--- src/hw/nco_pkg.sv ---
package nco_pkg;

  // datapath widths
  localparam int NCO_ACC_W      = 20;
  localparam int NCO_BYTE_W     = 8;
  localparam int NCO_UPPER_W    = NCO_ACC_W - 16;
  localparam int NCO_CKS_W      = 5;
  localparam int NCO_PWS_W      = 3;
  localparam int NCO_PCNT_W     = 8;

  // register indices; the byte address on the bus is four times the index
  localparam logic [11:0] NCO_IDX_ACCL = 12'h440;
  localparam logic [11:0] NCO_IDX_ACCH = 12'h441;
  localparam logic [11:0] NCO_IDX_ACCU = 12'h442;
  localparam logic [11:0] NCO_IDX_INCL = 12'h443;
  localparam logic [11:0] NCO_IDX_INCH = 12'h444;
  localparam logic [11:0] NCO_IDX_INCU = 12'h445;
  localparam logic [11:0] NCO_IDX_CON  = 12'h446;
  localparam logic [11:0] NCO_IDX_CLK  = 12'h447;
  localparam logic [11:0] NCO_IDX_IRQ  = 12'h448;

  // field positions
  localparam int NCO_CON_EN     = 7;
  localparam int NCO_CON_OUT    = 5;
  localparam int NCO_CON_POL    = 4;
  localparam int NCO_CON_PFM    = 0;
  localparam int NCO_CLK_PWS    = 5;
  localparam int NCO_CLK_CKS    = 0;
  localparam int NCO_IRQ_FLAG   = 0;
  localparam int NCO_IRQ_IE     = 1;

  // values after reset
  localparam logic [NCO_BYTE_W-1:0] NCO_RST_BYTE = 8'h00;
  localparam logic [NCO_ACC_W-1:0]  NCO_RST_WORD = 20'h00000;
  localparam logic [NCO_PCNT_W-1:0] NCO_RST_PCNT = 8'h00;

  // clock source code that means the system clock itself
  localparam logic [NCO_CKS_W-1:0]  NCO_CKS_SYSCLK = 5'h00;
  // clock source code of the high-frequency internal oscillator
  localparam logic [NCO_CKS_W-1:0]  NCO_CKS_HFOSC  = 5'h01;

  // input clock edges from a low increment write to the shadow load
  localparam logic [1:0] NCO_INC_LOAD_TICKS = 2'h2;

  // bus timing and answers
  localparam real NCO_CLK_PERIOD_NS = 4.0;
  localparam logic [1:0] NCO_RESP_OKAY   = 2'h0;
  localparam logic [1:0] NCO_RESP_SLVERR = 2'h2;

  function automatic logic [NCO_PCNT_W-1:0] nco_pulse_ticks(input logic [NCO_PWS_W-1:0] pulse_width_select);
    return 8'h01 << pulse_width_select;
  endfunction

endpackage

--- src/hw/nco_if.sv ---
`timescale 1ns/1ps
interface nco_if;
  import nco_pkg::*;

  logic                   ce;
  logic                   tick;
  logic                   en;
  logic                   pulse_mode_select;
  logic [NCO_PWS_W-1:0]   pulse_width_select;
  logic [NCO_ACC_W-1:0]   inc;
  logic                   inc_wr_low;
  logic                   inc_wr_any;
  logic                   acc_wr;
  logic [1:0]             acc_sel;
  logic [NCO_BYTE_W-1:0]  wdata;
  logic [NCO_ACC_W-1:0]   acc;
  logic                   carry;
  logic                   level;

  modport ctl  (output ce, tick, en, pulse_mode_select, pulse_width_select, inc, inc_wr_low, inc_wr_any,
                output acc_wr, acc_sel, wdata, input acc, carry, level);
  modport core (input ce, tick, en, pulse_mode_select, pulse_width_select, inc, inc_wr_low, inc_wr_any,
                input acc_wr, acc_sel, wdata, output acc, carry, level);
endinterface

--- src/hw/nco_core.sv ---
`timescale 1ns/1ps
module nco_core
  import nco_pkg::*;
(
  // clock and reset
  input  wire logic aclk,
  input  wire logic aresetn,
  // control side
  nco_if.core       bus
);

  logic [NCO_ACC_W-1:0]  acc_r;
  logic [NCO_ACC_W-1:0]  shadow_r;
  logic [NCO_ACC_W:0]    sum;
  logic                  ovf;
  logic                  pend_r;
  logic [1:0]            pend_cnt_r;
  logic                  carry_r;
  logic                  level_r;
  logic [NCO_PCNT_W-1:0] pcnt_r;

  assign sum = {1'b0, acc_r} + {1'b0, shadow_r};
  assign ovf = bus.tick & sum[NCO_ACC_W];

  always_ff @(posedge aclk)
  begin
    if (!aresetn)
      acc_r <= NCO_RST_WORD;
    else if (bus.ce)
    begin
      if (bus.acc_wr)
      begin
        case (bus.acc_sel)
          2'h0:    acc_r[7:0]   <= bus.wdata;
          2'h1:    acc_r[15:8]  <= bus.wdata;
          default: acc_r[19:16] <= bus.wdata[NCO_UPPER_W-1:0];
        endcase
      end
      else if (bus.tick)
        acc_r <= sum[NCO_ACC_W-1:0];
    end
  end

  // shadow is never visible to software, only the byte registers are
  always_ff @(posedge aclk)
  begin
    if (!aresetn)
    begin
      shadow_r   <= NCO_RST_WORD;
      pend_r     <= 1'b0;
      pend_cnt_r <= 2'h0;
    end
    else if (bus.ce)
    begin
      if (!bus.en)
      begin
        pend_r <= 1'b0;
        if (bus.inc_wr_any)
          shadow_r <= bus.inc;
      end
      else if (bus.inc_wr_low)
      begin
        pend_r     <= 1'b1;
        pend_cnt_r <= 2'h0;
      end
      else if (pend_r && bus.tick)
      begin
        if (pend_cnt_r + 2'h1 == NCO_INC_LOAD_TICKS)
        begin
          shadow_r <= bus.inc;
          pend_r   <= 1'b0;
        end
        else
          pend_cnt_r <= pend_cnt_r + 2'h1;
      end
    end
  end

  always_ff @(posedge aclk)
  begin
    if (!aresetn)
      carry_r <= 1'b0;
    else if (bus.ce)
      carry_r <= ovf;
  end

  always_ff @(posedge aclk)
  begin
    if (!aresetn)
    begin
      level_r <= 1'b0;
      pcnt_r  <= NCO_RST_PCNT;
    end
    else if (bus.ce && bus.tick)
    begin
      if (ovf)
      begin
        // a new overflow during an active pulse restarts it, so no toggle
        if (bus.pulse_mode_select)
        begin
          level_r <= 1'b1;
          pcnt_r  <= NCO_RST_PCNT;
        end
        else
          level_r <= ~level_r;
      end
      else if (bus.pulse_mode_select && level_r)
      begin
        if (pcnt_r + 8'h01 == nco_pulse_ticks(bus.pulse_width_select))
          level_r <= 1'b0;
        else
          pcnt_r <= pcnt_r + 8'h01;
      end
    end
  end

  assign bus.acc   = acc_r;
  assign bus.carry = carry_r;
  assign bus.level = level_r;

endmodule

--- src/hw/nco_top.sv ---
`timescale 1ns/1ps
// Operation
// - 20-bit accumulator readable/writable as three bytes
// - each input clock edge adds shadow increment
// - carry-out is raw output, rate clk*inc/2^20
// - increment held in low, high, upper bytes
// - enabled: low write loads shadow, second edge
// - disabled: increment write loads shadow immediately
// - shadow increment is not software accessible
// - fixed duty mode toggles output on overflow
// - pulse mode: active after overflow, 1-128 periods
// - pulse longer than overflow interval: no toggle
// - invert bit sets final output polarity
// - polarity change with interrupts and block enabled flags
// - overflow sets the overflow interrupt flag
// - request needs enable, interrupt enable, outer enables
// - flag stays set until software writes zero
// - any reset clears all registers to zero
// - runs independent of system clock, also Sleep; here all logic and edge sampling run on aclk, gated by ce
// - enabled on high-frequency oscillator keeps it running
// - control bit 7 enables the block
// - control bit 5 reads output level
// - input clock picked by clock source select
// - pulse width is 2^field input periods
// - pulse width ignored in fixed duty mode
module nco_top
  import nco_pkg::*;
#(
  parameter int NUM_SRC = 32,
  parameter int ADDR_W  = 16
)
(
  // clock, reset, clock enable
  input  wire logic               aclk,
  input  wire logic               aresetn,
  input  wire logic               ce,
  // candidate input clocks, index is the clock source code
  input  wire logic [NUM_SRC-1:0] clock_sources,
  // axi4-lite write address
  input  wire logic [ADDR_W-1:0]  s_axi_awaddr,
  input  wire logic               s_axi_awvalid,
  output logic                    s_axi_awready,
  // axi4-lite write data
  input  wire logic [31:0]        s_axi_wdata,
  input  wire logic [3:0]         s_axi_wstrb,
  input  wire logic               s_axi_wvalid,
  output logic                    s_axi_wready,
  // axi4-lite write response
  output logic [1:0]              s_axi_bresp,
  output logic                    s_axi_bvalid,
  input  wire logic               s_axi_bready,
  // axi4-lite read address
  input  wire logic [ADDR_W-1:0]  s_axi_araddr,
  input  wire logic               s_axi_arvalid,
  output logic                    s_axi_arready,
  // axi4-lite read data
  output logic [31:0]             s_axi_rdata,
  output logic [1:0]              s_axi_rresp,
  output logic                    s_axi_rvalid,
  input  wire logic               s_axi_rready,
  // oscillator outputs to other peripherals
  output logic                    raw_carry_output,
  output logic                    oscillator_output,
  // interrupt side
  output logic                    overflow_interrupt_flag,
  output logic                    irq_request,
  output logic                    high_freq_internal_oscillator_keep
);

  // the upper address check reads bits from 14 up, so a narrower bus cannot be served
  if (NUM_SRC < 2 || NUM_SRC > 32)
  begin : g_bad_num_src
    $error("nco_top: NUM_SRC must lie in 2..32");
  end
  if (ADDR_W < 15 || ADDR_W > 32)
  begin : g_bad_addr_w
    $error("nco_top: ADDR_W must lie in 15..32");
  end

  nco_if u_if ();

  nco_core u_core
  (
    .aclk    (aclk),
    .aresetn (aresetn),
    .bus     (u_if)
  );

  // software-visible state, previous polarity, and write strobes and data for the core
  logic                   en_r;
  logic                   pol_r;
  logic                   pfm_r;
  logic [NCO_PWS_W-1:0]   pws_r;
  logic [NCO_CKS_W-1:0]   cks_r;
  logic [NCO_ACC_W-1:0]   inc_r;
  logic                   ie_r;
  logic                   flag_r;
  logic                   pol_prev_r;
  logic                   inc_wr_low_r;
  logic                   inc_wr_any_r;
  logic                   acc_wr_r;
  logic [1:0]             acc_sel_r;
  logic [NCO_BYTE_W-1:0]  wbyte_r;

  // bus slave state
  logic [ADDR_W-1:0]      aw_addr_r;
  logic                   aw_have_r;
  logic [NCO_BYTE_W-1:0]  w_byte_r;
  logic                   w_lane0_r;
  logic                   w_have_r;
  logic                   do_write;
  logic [11:0]            widx;
  logic                   flag_clr;
  logic                   flag_set;

  // clock source sampling
  logic [NUM_SRC-1:0]     src_s1_r;
  logic [NUM_SRC-1:0]     src_s2_r;
  logic                   sel_prev_r;
  logic                   sel_lvl;
  logic                   tick;

  function automatic logic [11:0] reg_index(input logic [ADDR_W-1:0] addr);
    return addr[13:2];
  endfunction

  function automatic logic mapped(input logic [ADDR_W-1:0] addr);
    logic [11:0] idx;
    idx = reg_index(addr);
    return (addr[1:0] == 2'h0) && (addr[ADDR_W-1:14] == '0)
           && (idx >= NCO_IDX_ACCL) && (idx <= NCO_IDX_IRQ);
  endfunction

  // pins are asynchronous: two flops before anything looks at them
  always_ff @(posedge aclk)
  begin
    if (!aresetn)
    begin
      src_s1_r   <= '0;
      src_s2_r   <= '0;
      sel_prev_r <= 1'b0;
    end
    else if (ce)
    begin
      src_s1_r   <= clock_sources;
      src_s2_r   <= src_s1_r;
      sel_prev_r <= sel_lvl;
    end
  end

  // codes beyond the connected sources give no edges
  assign sel_lvl = (32'(cks_r) < NUM_SRC) ? src_s2_r[cks_r] : 1'b0;
  // system clock source adds on every cycle; sleep does not stop aclk here
  assign tick    = ce && en_r && ((cks_r == NCO_CKS_SYSCLK) || (sel_lvl && !sel_prev_r));

  assign u_if.ce         = ce;
  assign u_if.tick       = tick;
  assign u_if.en         = en_r;
  assign u_if.pulse_mode_select        = pfm_r;
  assign u_if.pulse_width_select        = pws_r;
  assign u_if.inc        = inc_r;
  assign u_if.inc_wr_low = inc_wr_low_r;
  assign u_if.inc_wr_any = inc_wr_any_r;
  assign u_if.acc_wr     = acc_wr_r;
  assign u_if.acc_sel    = acc_sel_r;
  assign u_if.wdata      = wbyte_r;

  // write channels are taken independently, response after both
  assign do_write = aw_have_r && w_have_r && !s_axi_bvalid;
  assign widx     = reg_index(aw_addr_r);

  always_ff @(posedge aclk)
  begin
    if (!aresetn)
    begin
      aw_have_r     <= 1'b0;
      aw_addr_r     <= '0;
      s_axi_awready <= 1'b0;
    end
    else if (ce)
    begin
      if (s_axi_awvalid && s_axi_awready)
      begin
        aw_addr_r     <= s_axi_awaddr;
        aw_have_r     <= 1'b1;
        s_axi_awready <= 1'b0;
      end
      else if (s_axi_bvalid && s_axi_bready)
        aw_have_r <= 1'b0;
      else if (!aw_have_r && !s_axi_bvalid)
        s_axi_awready <= 1'b1;
    end
  end

  always_ff @(posedge aclk)
  begin
    if (!aresetn)
    begin
      w_have_r     <= 1'b0;
      w_byte_r     <= NCO_RST_BYTE;
      w_lane0_r    <= 1'b0;
      s_axi_wready <= 1'b0;
    end
    else if (ce)
    begin
      if (s_axi_wvalid && s_axi_wready)
      begin
        w_byte_r     <= s_axi_wdata[7:0];
        w_lane0_r    <= s_axi_wstrb[0];
        w_have_r     <= 1'b1;
        s_axi_wready <= 1'b0;
      end
      else if (s_axi_bvalid && s_axi_bready)
        w_have_r <= 1'b0;
      else if (!w_have_r && !s_axi_bvalid)
        s_axi_wready <= 1'b1;
    end
  end

  always_ff @(posedge aclk)
  begin
    if (!aresetn)
    begin
      s_axi_bvalid <= 1'b0;
      s_axi_bresp  <= NCO_RESP_OKAY;
    end
    else if (ce)
    begin
      if (do_write)
      begin
        s_axi_bvalid <= 1'b1;
        s_axi_bresp  <= mapped(aw_addr_r) ? NCO_RESP_OKAY : NCO_RESP_SLVERR;
      end
      else if (s_axi_bready)
        s_axi_bvalid <= 1'b0;
    end
  end

  // register writes; lane 0 carries the byte, other lanes are ignored
  always_ff @(posedge aclk)
  begin
    if (!aresetn)
    begin
      en_r         <= 1'b0;
      pol_r        <= 1'b0;
      pfm_r        <= 1'b0;
      pws_r        <= '0;
      cks_r        <= '0;
      inc_r        <= NCO_RST_WORD;
      ie_r         <= 1'b0;
      inc_wr_low_r <= 1'b0;
      inc_wr_any_r <= 1'b0;
      acc_wr_r     <= 1'b0;
      acc_sel_r    <= 2'h0;
      wbyte_r      <= NCO_RST_BYTE;
    end
    else if (ce)
    begin
      inc_wr_low_r <= 1'b0;
      inc_wr_any_r <= 1'b0;
      acc_wr_r     <= 1'b0;
      wbyte_r      <= w_byte_r;
      if (do_write && w_lane0_r && mapped(aw_addr_r))
      begin
        case (widx)
          NCO_IDX_ACCL, NCO_IDX_ACCH, NCO_IDX_ACCU:
          begin
            // writes while running take priority over the adder; that cycle's add is lost
            acc_wr_r  <= 1'b1;
            acc_sel_r <= 2'(widx - NCO_IDX_ACCL);
          end
          NCO_IDX_INCL:
          begin
            inc_r[7:0]   <= w_byte_r;
            inc_wr_low_r <= 1'b1;
            inc_wr_any_r <= 1'b1;
          end
          NCO_IDX_INCH:
          begin
            inc_r[15:8]  <= w_byte_r;
            inc_wr_any_r <= 1'b1;
          end
          NCO_IDX_INCU:
          begin
            inc_r[19:16] <= w_byte_r[NCO_UPPER_W-1:0];
            inc_wr_any_r <= 1'b1;
          end
          NCO_IDX_CON:
          begin
            en_r  <= w_byte_r[NCO_CON_EN];
            pol_r <= w_byte_r[NCO_CON_POL];
            pfm_r <= w_byte_r[NCO_CON_PFM];
          end
          NCO_IDX_CLK:
          begin
            pws_r <= w_byte_r[NCO_CLK_PWS +: NCO_PWS_W];
            cks_r <= w_byte_r[NCO_CLK_CKS +: NCO_CKS_W];
          end
          NCO_IDX_IRQ:
            ie_r <= w_byte_r[NCO_IRQ_IE];
          default:
            ie_r <= ie_r;
        endcase
      end
    end
  end

  assign flag_clr = do_write && w_lane0_r && mapped(aw_addr_r) && (widx == NCO_IDX_IRQ)
                    && !w_byte_r[NCO_IRQ_FLAG];
  assign flag_set = u_if.carry || (pol_r != pol_prev_r && ie_r && en_r);

  // a set in the clearing cycle wins so no event is lost
  always_ff @(posedge aclk)
  begin
    if (!aresetn)
    begin
      flag_r     <= 1'b0;
      pol_prev_r <= 1'b0;
    end
    else if (ce)
    begin
      flag_r     <= flag_set || (flag_r && !flag_clr);
      pol_prev_r <= pol_r;
    end
  end

  // reads
  always_ff @(posedge aclk)
  begin
    if (!aresetn)
    begin
      s_axi_arready <= 1'b0;
      s_axi_rvalid  <= 1'b0;
      s_axi_rdata   <= '0;
      s_axi_rresp   <= NCO_RESP_OKAY;
    end
    else if (ce)
    begin
      if (s_axi_arvalid && s_axi_arready)
      begin
        s_axi_arready <= 1'b0;
        s_axi_rvalid  <= 1'b1;
        s_axi_rresp   <= mapped(s_axi_araddr) ? NCO_RESP_OKAY : NCO_RESP_SLVERR;
        s_axi_rdata   <= '0;
        case (reg_index(s_axi_araddr))
          NCO_IDX_ACCL: s_axi_rdata[7:0] <= u_if.acc[7:0];
          NCO_IDX_ACCH: s_axi_rdata[7:0] <= u_if.acc[15:8];
          NCO_IDX_ACCU: s_axi_rdata[NCO_UPPER_W-1:0] <= u_if.acc[19:16];
          NCO_IDX_INCL: s_axi_rdata[7:0] <= inc_r[7:0];
          NCO_IDX_INCH: s_axi_rdata[7:0] <= inc_r[15:8];
          NCO_IDX_INCU: s_axi_rdata[NCO_UPPER_W-1:0] <= inc_r[19:16];
          NCO_IDX_CON:
            s_axi_rdata[7:0] <= {en_r, 1'b0, oscillator_output, pol_r, 3'h0, pfm_r};
          NCO_IDX_CLK:  s_axi_rdata[7:0] <= {pws_r, cks_r};
          NCO_IDX_IRQ:  s_axi_rdata[1:0] <= {ie_r, flag_r};
          default:      s_axi_rdata <= '0;
        endcase
        if (!mapped(s_axi_araddr))
          s_axi_rdata <= '0;
      end
      else if (s_axi_rvalid && s_axi_rready)
        s_axi_rvalid <= 1'b0;
      else if (!s_axi_rvalid)
        s_axi_arready <= 1'b1;
    end
  end

  // outputs, each from its own flop
  always_ff @(posedge aclk)
  begin
    if (!aresetn)
    begin
      raw_carry_output                   <= 1'b0;
      oscillator_output                  <= 1'b0;
      overflow_interrupt_flag            <= 1'b0;
      irq_request                        <= 1'b0;
      high_freq_internal_oscillator_keep <= 1'b0;
    end
    else if (ce)
    begin
      raw_carry_output                   <= u_if.carry;
      oscillator_output                  <= u_if.level ^ pol_r;
      overflow_interrupt_flag            <= flag_r;
      // peripheral and global enables are applied outside the block
      irq_request                        <= flag_r && ie_r && en_r;
      high_freq_internal_oscillator_keep <= en_r && (cks_r == NCO_CKS_HFOSC);
    end
  end

endmodule

--- config.mk ---
export PLATFORM = sky130hd
export DESIGN_NAME = nco_top
export DESIGN_NICKNAME = d
export VERILOG_FILES = /design/src/hw/nco_pkg.sv /design/src/hw/nco_if.sv /design/src/hw/nco_core.sv /design/src/hw/nco_top.sv
export SDC_FILE = /design/constraint.sdc
export NUM_CORES = 1
export LEC_CHECK = 0
export ABC_AREA = 0
export BUFFER_PORTS_ARGS = -buffer_cell sky130_fd_sc_hd__buf_2
export CAP_MARGIN = 20
export CELL_PAD_IN_SITES_DETAIL_PLACEMENT = 2
export CELL_PAD_IN_SITES_GLOBAL_PLACEMENT = 2
export CORE_AREA = 2 2 185 169
export DETAILED_ROUTE_END_ITERATION = 8
export DIE_AREA = 0 0 187 171
export PLACE_DENSITY_LB_ADDON = 0.2
export REMOVE_ABC_BUFFERS = 1
export SYNTH_ARGS = -nofsm -noshare
export SYNTH_HDL_FRONTEND = slang
export SYNTH_SLANG_ARGS = --single-unit
--- constraint.sdc ---
create_clock -name aclk -period 3.2 [get_ports aclk]
set_input_delay 0.16 -clock aclk [delete_from_list [all_inputs] [get_ports aclk]]
set_output_delay 0.16 -clock aclk [all_outputs]
set_load 0.03 [all_outputs]
Word level (Yosys, flattened, before mapping)
Index checks and enable logic that the tools add are counted.

operators by class
  $add $sub $neg = 4
  magnitude comparators = 5
  eq/ne operators = 38
  shifts and indexed selects = 1
  mux-type cells = 55
  bitwise operators = 3
  reduce and logical (&&, ||, !) cells = 86

operators by type and width
  kind                                                                  count
  == test 12 x 11 -> 1 bit (second input constant)                      18
  2-to-1 mux 20 bit                                                     7
  2-to-1 mux 8 bit                                                      7
  AND reduction 3 bit                                                   15
  logical AND 1 bit                                                     31
  2-to-1 mux 1 bit                                                      31
  greater-or-equal comparator 12 x 11 -> 1 bit (second input constant)  2
  <= comparator 12 x 11 -> 1 bit (second input constant)                2
  one-hot mux 4 bit (6 select lines)                                    1
  nonzero test 2 bit                                                    11
  adder 20 x 20 -> 21 bit                                               1
  one-hot mux 2 bit (9 select lines)                                    1
  AND reduction 2 bit                                                   8
  != test 2 x 1 -> 1 bit (second input constant)                        7
  one-hot mux 2 bit (7 select lines)                                    1
  != test 2 bit (second input constant)                                 6
  logical NOT 2 bit                                                     5
  2-to-1 mux 2 bit                                                      5
  adder 8 x 1 -> 8 bit (second input constant)                          1
  == test 8 bit                                                         1
  AND reduction 4 bit                                                   2
  << shifter 1 x 3 -> 8 bit (first input constant)                      1
  logical NOT 1 bit                                                     6
  < comparator 5 x 6 -> 1 bit (second input constant)                   1
  other kinds (17)                                                      21

word-level totals
  register bits after elaboration = 238
  logic and storage cells = 238

Logic depth before layout (Yosys ltp)
Gate-level depths: netlist of the first run.

  depth in word-level cells = 10
  depth in mapped cells = 11
  mapped depth without buffers = 10

Cells and area by module
Synthesis of the first run repeated with hierarchy kept, for this count alone.

second synthesis, totals
  cells, all modules = 1,149
  area total of the unflattened synthesis = 10,595.2 sq um

modules (own cells, without submodules)
  module    times used  cells each  area an instance (sq um)  seq. area each (sq um)
  nco_top   1           735         7,148.1                   3,183.1
  nco_core  1           414         3,447.1                   1,061.0

Least setup slack after synthesis of the first run
OpenSTA, ideal clock, no wires.

  path kind = flip-flop to flip-flop
  from = register u_core.shadow_r[0]
  to = register u_core.pcnt_r[4]
  library setup time = 121 ps
  data arrival time = 2,703 ps
  required time = 3,079 ps
  setup slack = 376 ps
  cell stages (with the launch flop) = 12
  clock period less this slack = 2,824 ps
  cells stage by stage = dfxtp_1 -> ha_1 -> fa_1 -> a211oi_1 -> o211ai_1 -> a211oi_2 -> o21ai_0 -> a31o_2 -> o2111ai_2 -> buf_4 -> nand2b_4 -> o22ai_1

between the ends
  word-level cells in the longest chain between the ends = 4
  elaborated cells on any way between the ends = 7

ends and longest elaborated chain
  item                                                      line             source
  from (decl)                                               nco_core.sv:13   logic [NCO_ACC_W-1:0] shadow_r;
  from (signal assigned)                                    nco_core.sv:59   shadow_r <= bus.inc;
  from (signal assigned)                                    nco_core.sv:70   shadow_r <= bus.inc;
  adder 20 x 20 -> 21 bit *                                 nco_core.sv:22   assign sum = {1'b0, acc_r} + {1'b0, shadow_r};
  bitwise AND 1 bit *                                       nco_core.sv:23   assign ovf = bus.tick & sum[NCO_ACC_W];
  != test 2 x 1 -> 1 bit (no line) (tied with other cells)  --
  AND reduction 4 bit (no line)                             --
  to (signal assigned)                                      nco_core.sv:112  pcnt_r <= pcnt_r + 8'h01;
  to (decl)                                                 nco_core.sv:20   logic [NCO_PCNT_W-1:0] pcnt_r;

Mark *: on every way between the ends. The rest lies on a longest branch, timed or not.
A chain may end at the register's enable or synchronous reset.

Final worst setup path of the first run
  from = register u_core.acc_r[0] (netlist: u_core.bus.acc[0])
  to = register u_core.pcnt_r[7]

between the ends
  word-level cells in the longest chain between the ends = 4
  elaborated cells on any way between the ends = 7

ends and longest elaborated chain
  item                                                      line            source
  from (decl)                                               nco_core.sv:12  logic [NCO_ACC_W-1:0] acc_r;
  from (signal assigned)                                    nco_core.sv:34  2'h0: acc_r[7:0] <= bus.wdata;
  from (signal assigned)                                    nco_core.sv:40  acc_r <= sum[NCO_ACC_W-1:0];
  adder 20 x 20 -> 21 bit *                                 nco_core.sv:22
  bitwise AND 1 bit *                                       nco_core.sv:23
  != test 2 x 1 -> 1 bit (no line) (tied with other cells)  --
  AND reduction 4 bit (no line)                             --

Marked as above.

==> results.cfg, run 1 <==
[critical_path]
worstSetupStartpointType = register
r2r_end = u_core.pcnt_r[7]
timing.reg2reg.setup_slack_ns = 0.25
r2r_start = u_core.bus.acc[0]
end_kind = register
worstRegToRegCells = 11
cp.arrival_ns = 3.41
cp_max_fo = 7
crit_type = reg -> reg
worstPathRequired_ns = 3.66

[floorplan]
die_w_um = 187
die_area_um2 = 32000
io_pins = 154
start_util_pct = 34.2
design.core.area_um2 = 30300
die_y_um = 171
rows = 61

[power]
power.leakage_nw = 5.60
power.total_mw = 6.40
p_per_area_nw_per_um2 = 502
peakVddDrop_mv = 0.375

[clocking]
path_clk_slew_ns = 0.06
numCtsBuffers = 25
clock_sinks = 212
htreeDepth = 1
cts_tree = done
cts_buffer_depth = 3
cts-root-buf = clkbuf_16
cts_setup_buffers = 0
clock_latency_ns = 0.54

[synth]
ys.flop_type = dfxtp_1
ys.warnings.count = 0
synth_cells = 1141
syn_area_um2 = 10400
ys_seq_elements = 212
async_flop_share_pct = 0
syn_area_per_cell_um2 = 9.09
yosysSeqAreaShare_pct = 40.9
yosysUniqueCellTypes = 88
synth-edff-count = 0

[min_path]
hold_end = s_axi_arready
hp-start = s_axi_arvalid
min_path_cells = 4
hp-class = in -> reg

[place]
io_buffer_count = 100
dpl_cell_area_um2 = 11200
hpwl_um = 22800
gp_congestion = 0.769
place_ws_ns = -0.0446

[run_status]
status = completed

[sta]
setup_tns_ns = 0
tightest_slew_ns = 0.818
slew-limit-headroom_pct = 45.3
max_freq_mhz = 339
hold_viol = 0
period_share_pct = 92.2
rsz0062_at_grt = no
worst_slack_ns = 0.250
setup_violations = 0
finClkSkew_ns = 0.00881
fin_crit_ns = 2.95
slew_violations = 0

[run]
drv_cap = 0

[drt]
drtIter0Drc = 331
route.detailed.drc = 0
viasPerCell = 5.17
vias = 8863
wirelength_um = 33900
firstDrtPassIters = 4
detail-route-antenna-nets = 0
wl_per_cell_um = 19.8

[final_layout]
drive_gt1_share_pct = 16.1
nFillCells = 3365
layout_common_cells = 212 x dfxtp_1, 184 x nor2_1, 142 x mux2i_1
area_delta_synth_final_pct = 23.0
postLayoutCellArea_um2 = 12700
nets = 1417
final_common_cell = dfxtp_1

[grt]
grt-ovfl-total = 0
grt_start_max_net_pins = 86
antenna_found_initial = 1
grt_usage_pct = 21.2
grt_pass1_vias = 9730
grt_pass1_wl_um = 54200
## worst max-delay path, cell delays in order, from the launching register on
cell	delay [ns]
dfxtp_1	0.33
ha_1	0.22
fa_2	0.44
a211oi_2	0.27
o211ai_1	0.15
a211oi_2	0.34
o21ai_2	0.12
a31o_2	0.32
o2111ai_4	0.28
buf_4	0.19
a21oi_1	0.04
o22ai_1	0.17
## layer usage
metal,track usage (%),share of wire [%],vias to the layer above
met5,0,0,-
met2,37.9,49,149
met4,4.52,1.9,0
met3,3.61,4.6,40
met1,26.9,45,4373
li1,-,-,4301
## registers in the layout, summed over array words and instances, names as in the netlist, 2 cells and up
register and count:
src_s2_r 32, w_byte_r 8, acc_sel_r 2, u_core.bus.acc 20
u_core.pcnt_r 8, pws_r 3, u_if.wdata 8, aw_addr_r 16
cks_r 5, inc_r 20, u_core.pend_cnt_r 2, src_s1_r 32
s_axi_rdata 8, u_core.shadow_r 20
## worst max-delay path by stage
stage / startpoint / to / depth (start not counted) / slack [ns]
after global placement: u_core.shadow_r[0] / u_core.pcnt_r[7] / 11 / 0.04
final: u_core.bus.acc[0] / u_core.pcnt_r[7] / 11 / 0.25
after floorplan: aresetn / u_core.pend_cnt_r[1] / 3 / -0.24
after detailed placement: u_core.bus.acc[0] / u_core.pcnt_r[7] / 11 / -0.04
after CTS: u_core.bus.acc[0] / u_core.pcnt_r[7] / 11 / 0.08
after global routing: u_core.bus.acc[0] / u_core.pcnt_r[7] / 11 / 0.02
## power breakdown
group	total, mW	switching (mW)	internal, mW
clock	3.24	1.22	2.02
combinational	0.421	0.249	0.172
sequential	2.74	0.0427	2.69
total	6.40	1.51	4.89
## logic make-up (layout without fill, tap and decap cells)
logic type / count (synthesis) / in the layout / synth area share (%)
buf+inv: 106 / 244 / 5.58
other cells: 1 / 27 / 0.0362
fa+ha+maj: 23 / 23 / 2.85
xor+xnor: 19 / 19 / 1.61
mux: 159 / 159 / 16.5
flops: 212 / 212 / 40.9
simple gates: 395 / 395 / 17.4
compound gates: 226 / 226 / 15.1
## layout make-up
cell class	count	area [um^2]	area share (%)
multi-input cells	848	5660	44.4
flip-flops and latches	212	4240	33.3
repair buffers	188	1340	10.5
clock buffers	33	736	5.77
well taps	409	512	4.01
clock inverters	12	203	1.59
inverters	11	46.3	0.363
diodes	1	2.50	0.0196
## through the flow
step	hold slack [ns]	instances	utilization (%)
floorplan	0.256	1071	-
global placement	0.393	1606	36.8
detailed placement	0.405	1606	36.8
CTS	0.00463	1713	42.0
global route	0.0827	1714	42.1
finish	0.0247	1714	42.1
## what timing repair did
action | CTS | global route
hold endpoints to repair | 62 | 0
resized for setup | 2 | 3
pin swaps | 0 | 3
hold buffers | 62 | 0
endpoints found under the setup margin | 8 | 8
## Yosys cell counts (all sizes together), types with 6 or more instances
master / count / area share [%]
a211oi: 6 / 0.48
a21o: 11 / 0.80
a21oi: 80 / 4.1
a22oi: 9 / 0.78
a31oi: 8 / 0.48
and3: 8 / 0.48
buf: 41 / 3.1
clkbuf: 53 / 1.9
dfxtp: 212 / 41
ha: 22 / 2.7
inv: 11 / 0.40
mux2: 10 / 1.1
mux2i: 142 / 14
mux4: 7 / 1.6
nand2: 114 / 4.1
nand2b: 8 / 0.56
nand3: 20 / 1.0
nand4: 6 / 0.36
nor2: 184 / 6.7
nor3: 11 / 0.53
nor4b: 8 / 0.88
o211a: 10 / 0.97
o211ai: 16 / 1.2
o21a: 7 / 0.51
o21ai: 29 / 1.4
o22ai: 8 / 0.48
or3: 11 / 0.71
xnor2: 11 / 0.93
xor2: 8 / 0.68
No activity file was read; power rests on OpenSTA's default activity.
==> run 2, diff against run 1 <==
- ABC_AREA: 0 -> 1
- CORE_AREA: 2 2 185 169 -> 2 2 194 177
- DIE_AREA: 0 0 187 171 -> 0 0 196 179
==> results.cfg, run 2 <==
[synth]
async_flop_share_pct = 0
ys.flop_type = dfxtp_1
yosysTopAreaCell = dfxtp_1
yosysSeqAreaShare_pct = 40.7
synth_cells = 1488
yosysUniqueCellTypes = 53
synth-edff-count = 0
syn_area_um2 = 10400
syn_area_per_cell_um2 = 7.01
synth_most_common_cell = nand2_1
netlist_top_cells_count = 233 x nand2_1, 212 x dfxtp_1, 207 x nor2_1
post-synth-top-area-fraction_pct = 40.7
ys_seq_elements = 212
ys.warnings.count = 0
synth.area.top_cells = dfxtp_1 41%, o21ai_0 8.5%, nand2_1 8.4%

[sta]
slew_violations = 0
tightest_slew_ns = 1.01
hold_viol = 0
slew-limit-headroom_pct = 32.9
max_freq_mhz = 355
setup_violations = 0
finClkSkew_ns = 0.0350
setup_tns_ns = 0
period_share_pct = 88.0
fin_crit_ns = 2.82
whs_ns = 0.0268
rsz0062_at_grt = no

[floorplan]
die_y_um = 179
rows = 64
design.core.area_um2 = 33300
die_area_um2 = 35100
io_pins = 154
die_w_um = 196
start_util_pct = 31.3

[place]
dpl_cell_area_um2 = 11200
io_buffer_count = 100
hpwl_um = 26000
gp_congestion = 0.859

[final_layout]
multi_input_area_um2 = 5130
nets = 1756
final_common_cell = nand2_1
postLayoutCellArea_um2 = 12600
area_delta_synth_final_pct = 20.9
nFillCells = 3984
seq_area_um2 = 4240
drive_gt1_share_pct = 11.2
layout_common_cells = 233 x nand2_1, 212 x dfxtp_1, 207 x nor2_1
diodes = 0
reg_top3 = src_s1_r x32, src_s2_r x32

[clocking]
clock_latency_ns = 0.56
numCtsBuffers = 25
cts_tree = done
cts-root-buf = clkbuf_16
cts-resized-gates = 0
clock_sinks = 212
path_clk_slew_ns = 0.06
htreeDepth = 1
cts_buffer_depth = 3

[critical_path]
cp-endpoint = u_core.bus.acc[18]
r2r_end = u_core.bus.acc[18]
r2r_start = u_core.shadow_r[0]
crit_slowest_cell = fa_1
critPathMaxStageDelay_ns = 0.49
end_kind = register
cp_max_fo = 3
worstSetupPathDepth = 13
cp_top_family = compound AO/OA/AOI/OAI gates
timing.reg2reg.setup_slack_ns = 0.38
worst-path-buf-inv = 0
cp.arrival_ns = 3.24
worstPathRequired_ns = 3.62
path_cells = ha_1 > fa_1 > nand3_1 > nand3_1 > a21boi_0 > o21ai_0 > nand3_1 > nand2_1 > a21o_1 > o21ai_0 > nor2_1 > nor2_1 > nor2_1
crit_start = u_core.shadow_r[0]
crit_type = reg -> reg
worstRegToRegCells = 13
worstSetupStartpointType = register

[run]
drv_cap = 0

[drt]
viasPerCell = 5.02
wl_per_cell_um = 18.3
wirelength_um = 37900
firstDrtPassIters = 4
drtIter0Drc = 382
vias = 10411
detail-route-antenna-nets = 0
route.detailed.drc = 0

[run_status]
status = completed

[power]
p_per_area_nw_per_um2 = 480
power.leakage_nw = 5.53
peakVddDrop_mv = 0.370

[grt]
grt_usage_pct = 21.7
grt_start_max_net_pins = 170
antenna_found_initial = 0
grt_pass1_wl_um = 60600
grt-ovfl-total = 0
grt_pass1_vias = 11128

[min_path]
hp-class = in -> reg
[run 2: cell types whose count changed after synthesis, sizes merged, moves of 10 or more]
cell	before	now
nand3	20	87
nor2	184	210
mux2i	142	0
inv	11	169
o211ai	16	1
a21oi	80	160
or3	11	0
nand2	114	241
nand4	6	21
mux2	10	0
o21ai	29	186
[run 2: repair_timing]
item                                   4_1_cts  5_1_grt
endpoints found under the hold margin       61        0
hold buffers                                60        0
setup buffers                                0        0
[run 2: cells by family after synthesis]
kind of cell | synth area share (%)
xor+xnor | 1.43
simple gates | 24.0
flops | 40.7
other cells | 0.0360
fa+ha+maj | 2.83
compound gates | 20.1
buf+inv | 11.0
[run 2: per-stage QoR]
step	std cells	setup slack, ns	utilization [%]	total power [mW]
finish	2073	0.384	37.8	6.05
global route	2073	0.0577	37.8	6.31
CTS	2071	0.390	37.8	6.11
detailed placement	1965	0.436	33.6	3.21
global placement	1965	0.494	33.6	3.20
floorplan	1421	0.787	-	3.02
[run 2: per-layer routing]
metal	up-vias	GRT usage, %	wire length (um)
met2	123	37.6	18000
met4	0	5.30	899
met3	45	2.77	1020
li1	5119	-	-
met5	-	0	0
met1	5124	28.7	18000
[run 2: final cells by class]
cell class | instances | area share, %
multi-input cells | 1039 | 40.7
flip-flops and latches | 212 | 33.7
repair buffers | 177 | 9.98
clock buffers | 37 | 5.64
inverters | 170 | 5.06
well taps | 429 | 4.26
clock inverters | 9 | 0.695
[run 2: report_power, final]
| part | leakage (nW) | internal, mW | switching [mW] |
|---|---|---|---|
| sequential | 1.73 | 2.72 | 0.0417 |
| combinational | 3.41 | 0.165 | 0.291 |
| clock | 0.394 | 1.63 | 1.21 |
[run 2: worst min-delay path, cell delays in order]
cell and delay (ns):
buf_2 0.13, nand4_1 0.17, a21oi_1 0.08
[run 2: worst min path at each step]
stage | endpoint | startpoint | cells past startpoint
3_5_place_dp | src_s1_r[23] | clock_sources[23] | 3
6_report | s_axi_bvalid | ce | 3
3_3_place_gp | src_s1_r[11] | clock_sources[11] | 3
5_1_grt | s_axi_bvalid | ce | 3
2_1_floorplan | overflow_interrupt_flag | ce | 1
4_1_cts | s_axi_bvalid | ce | 3
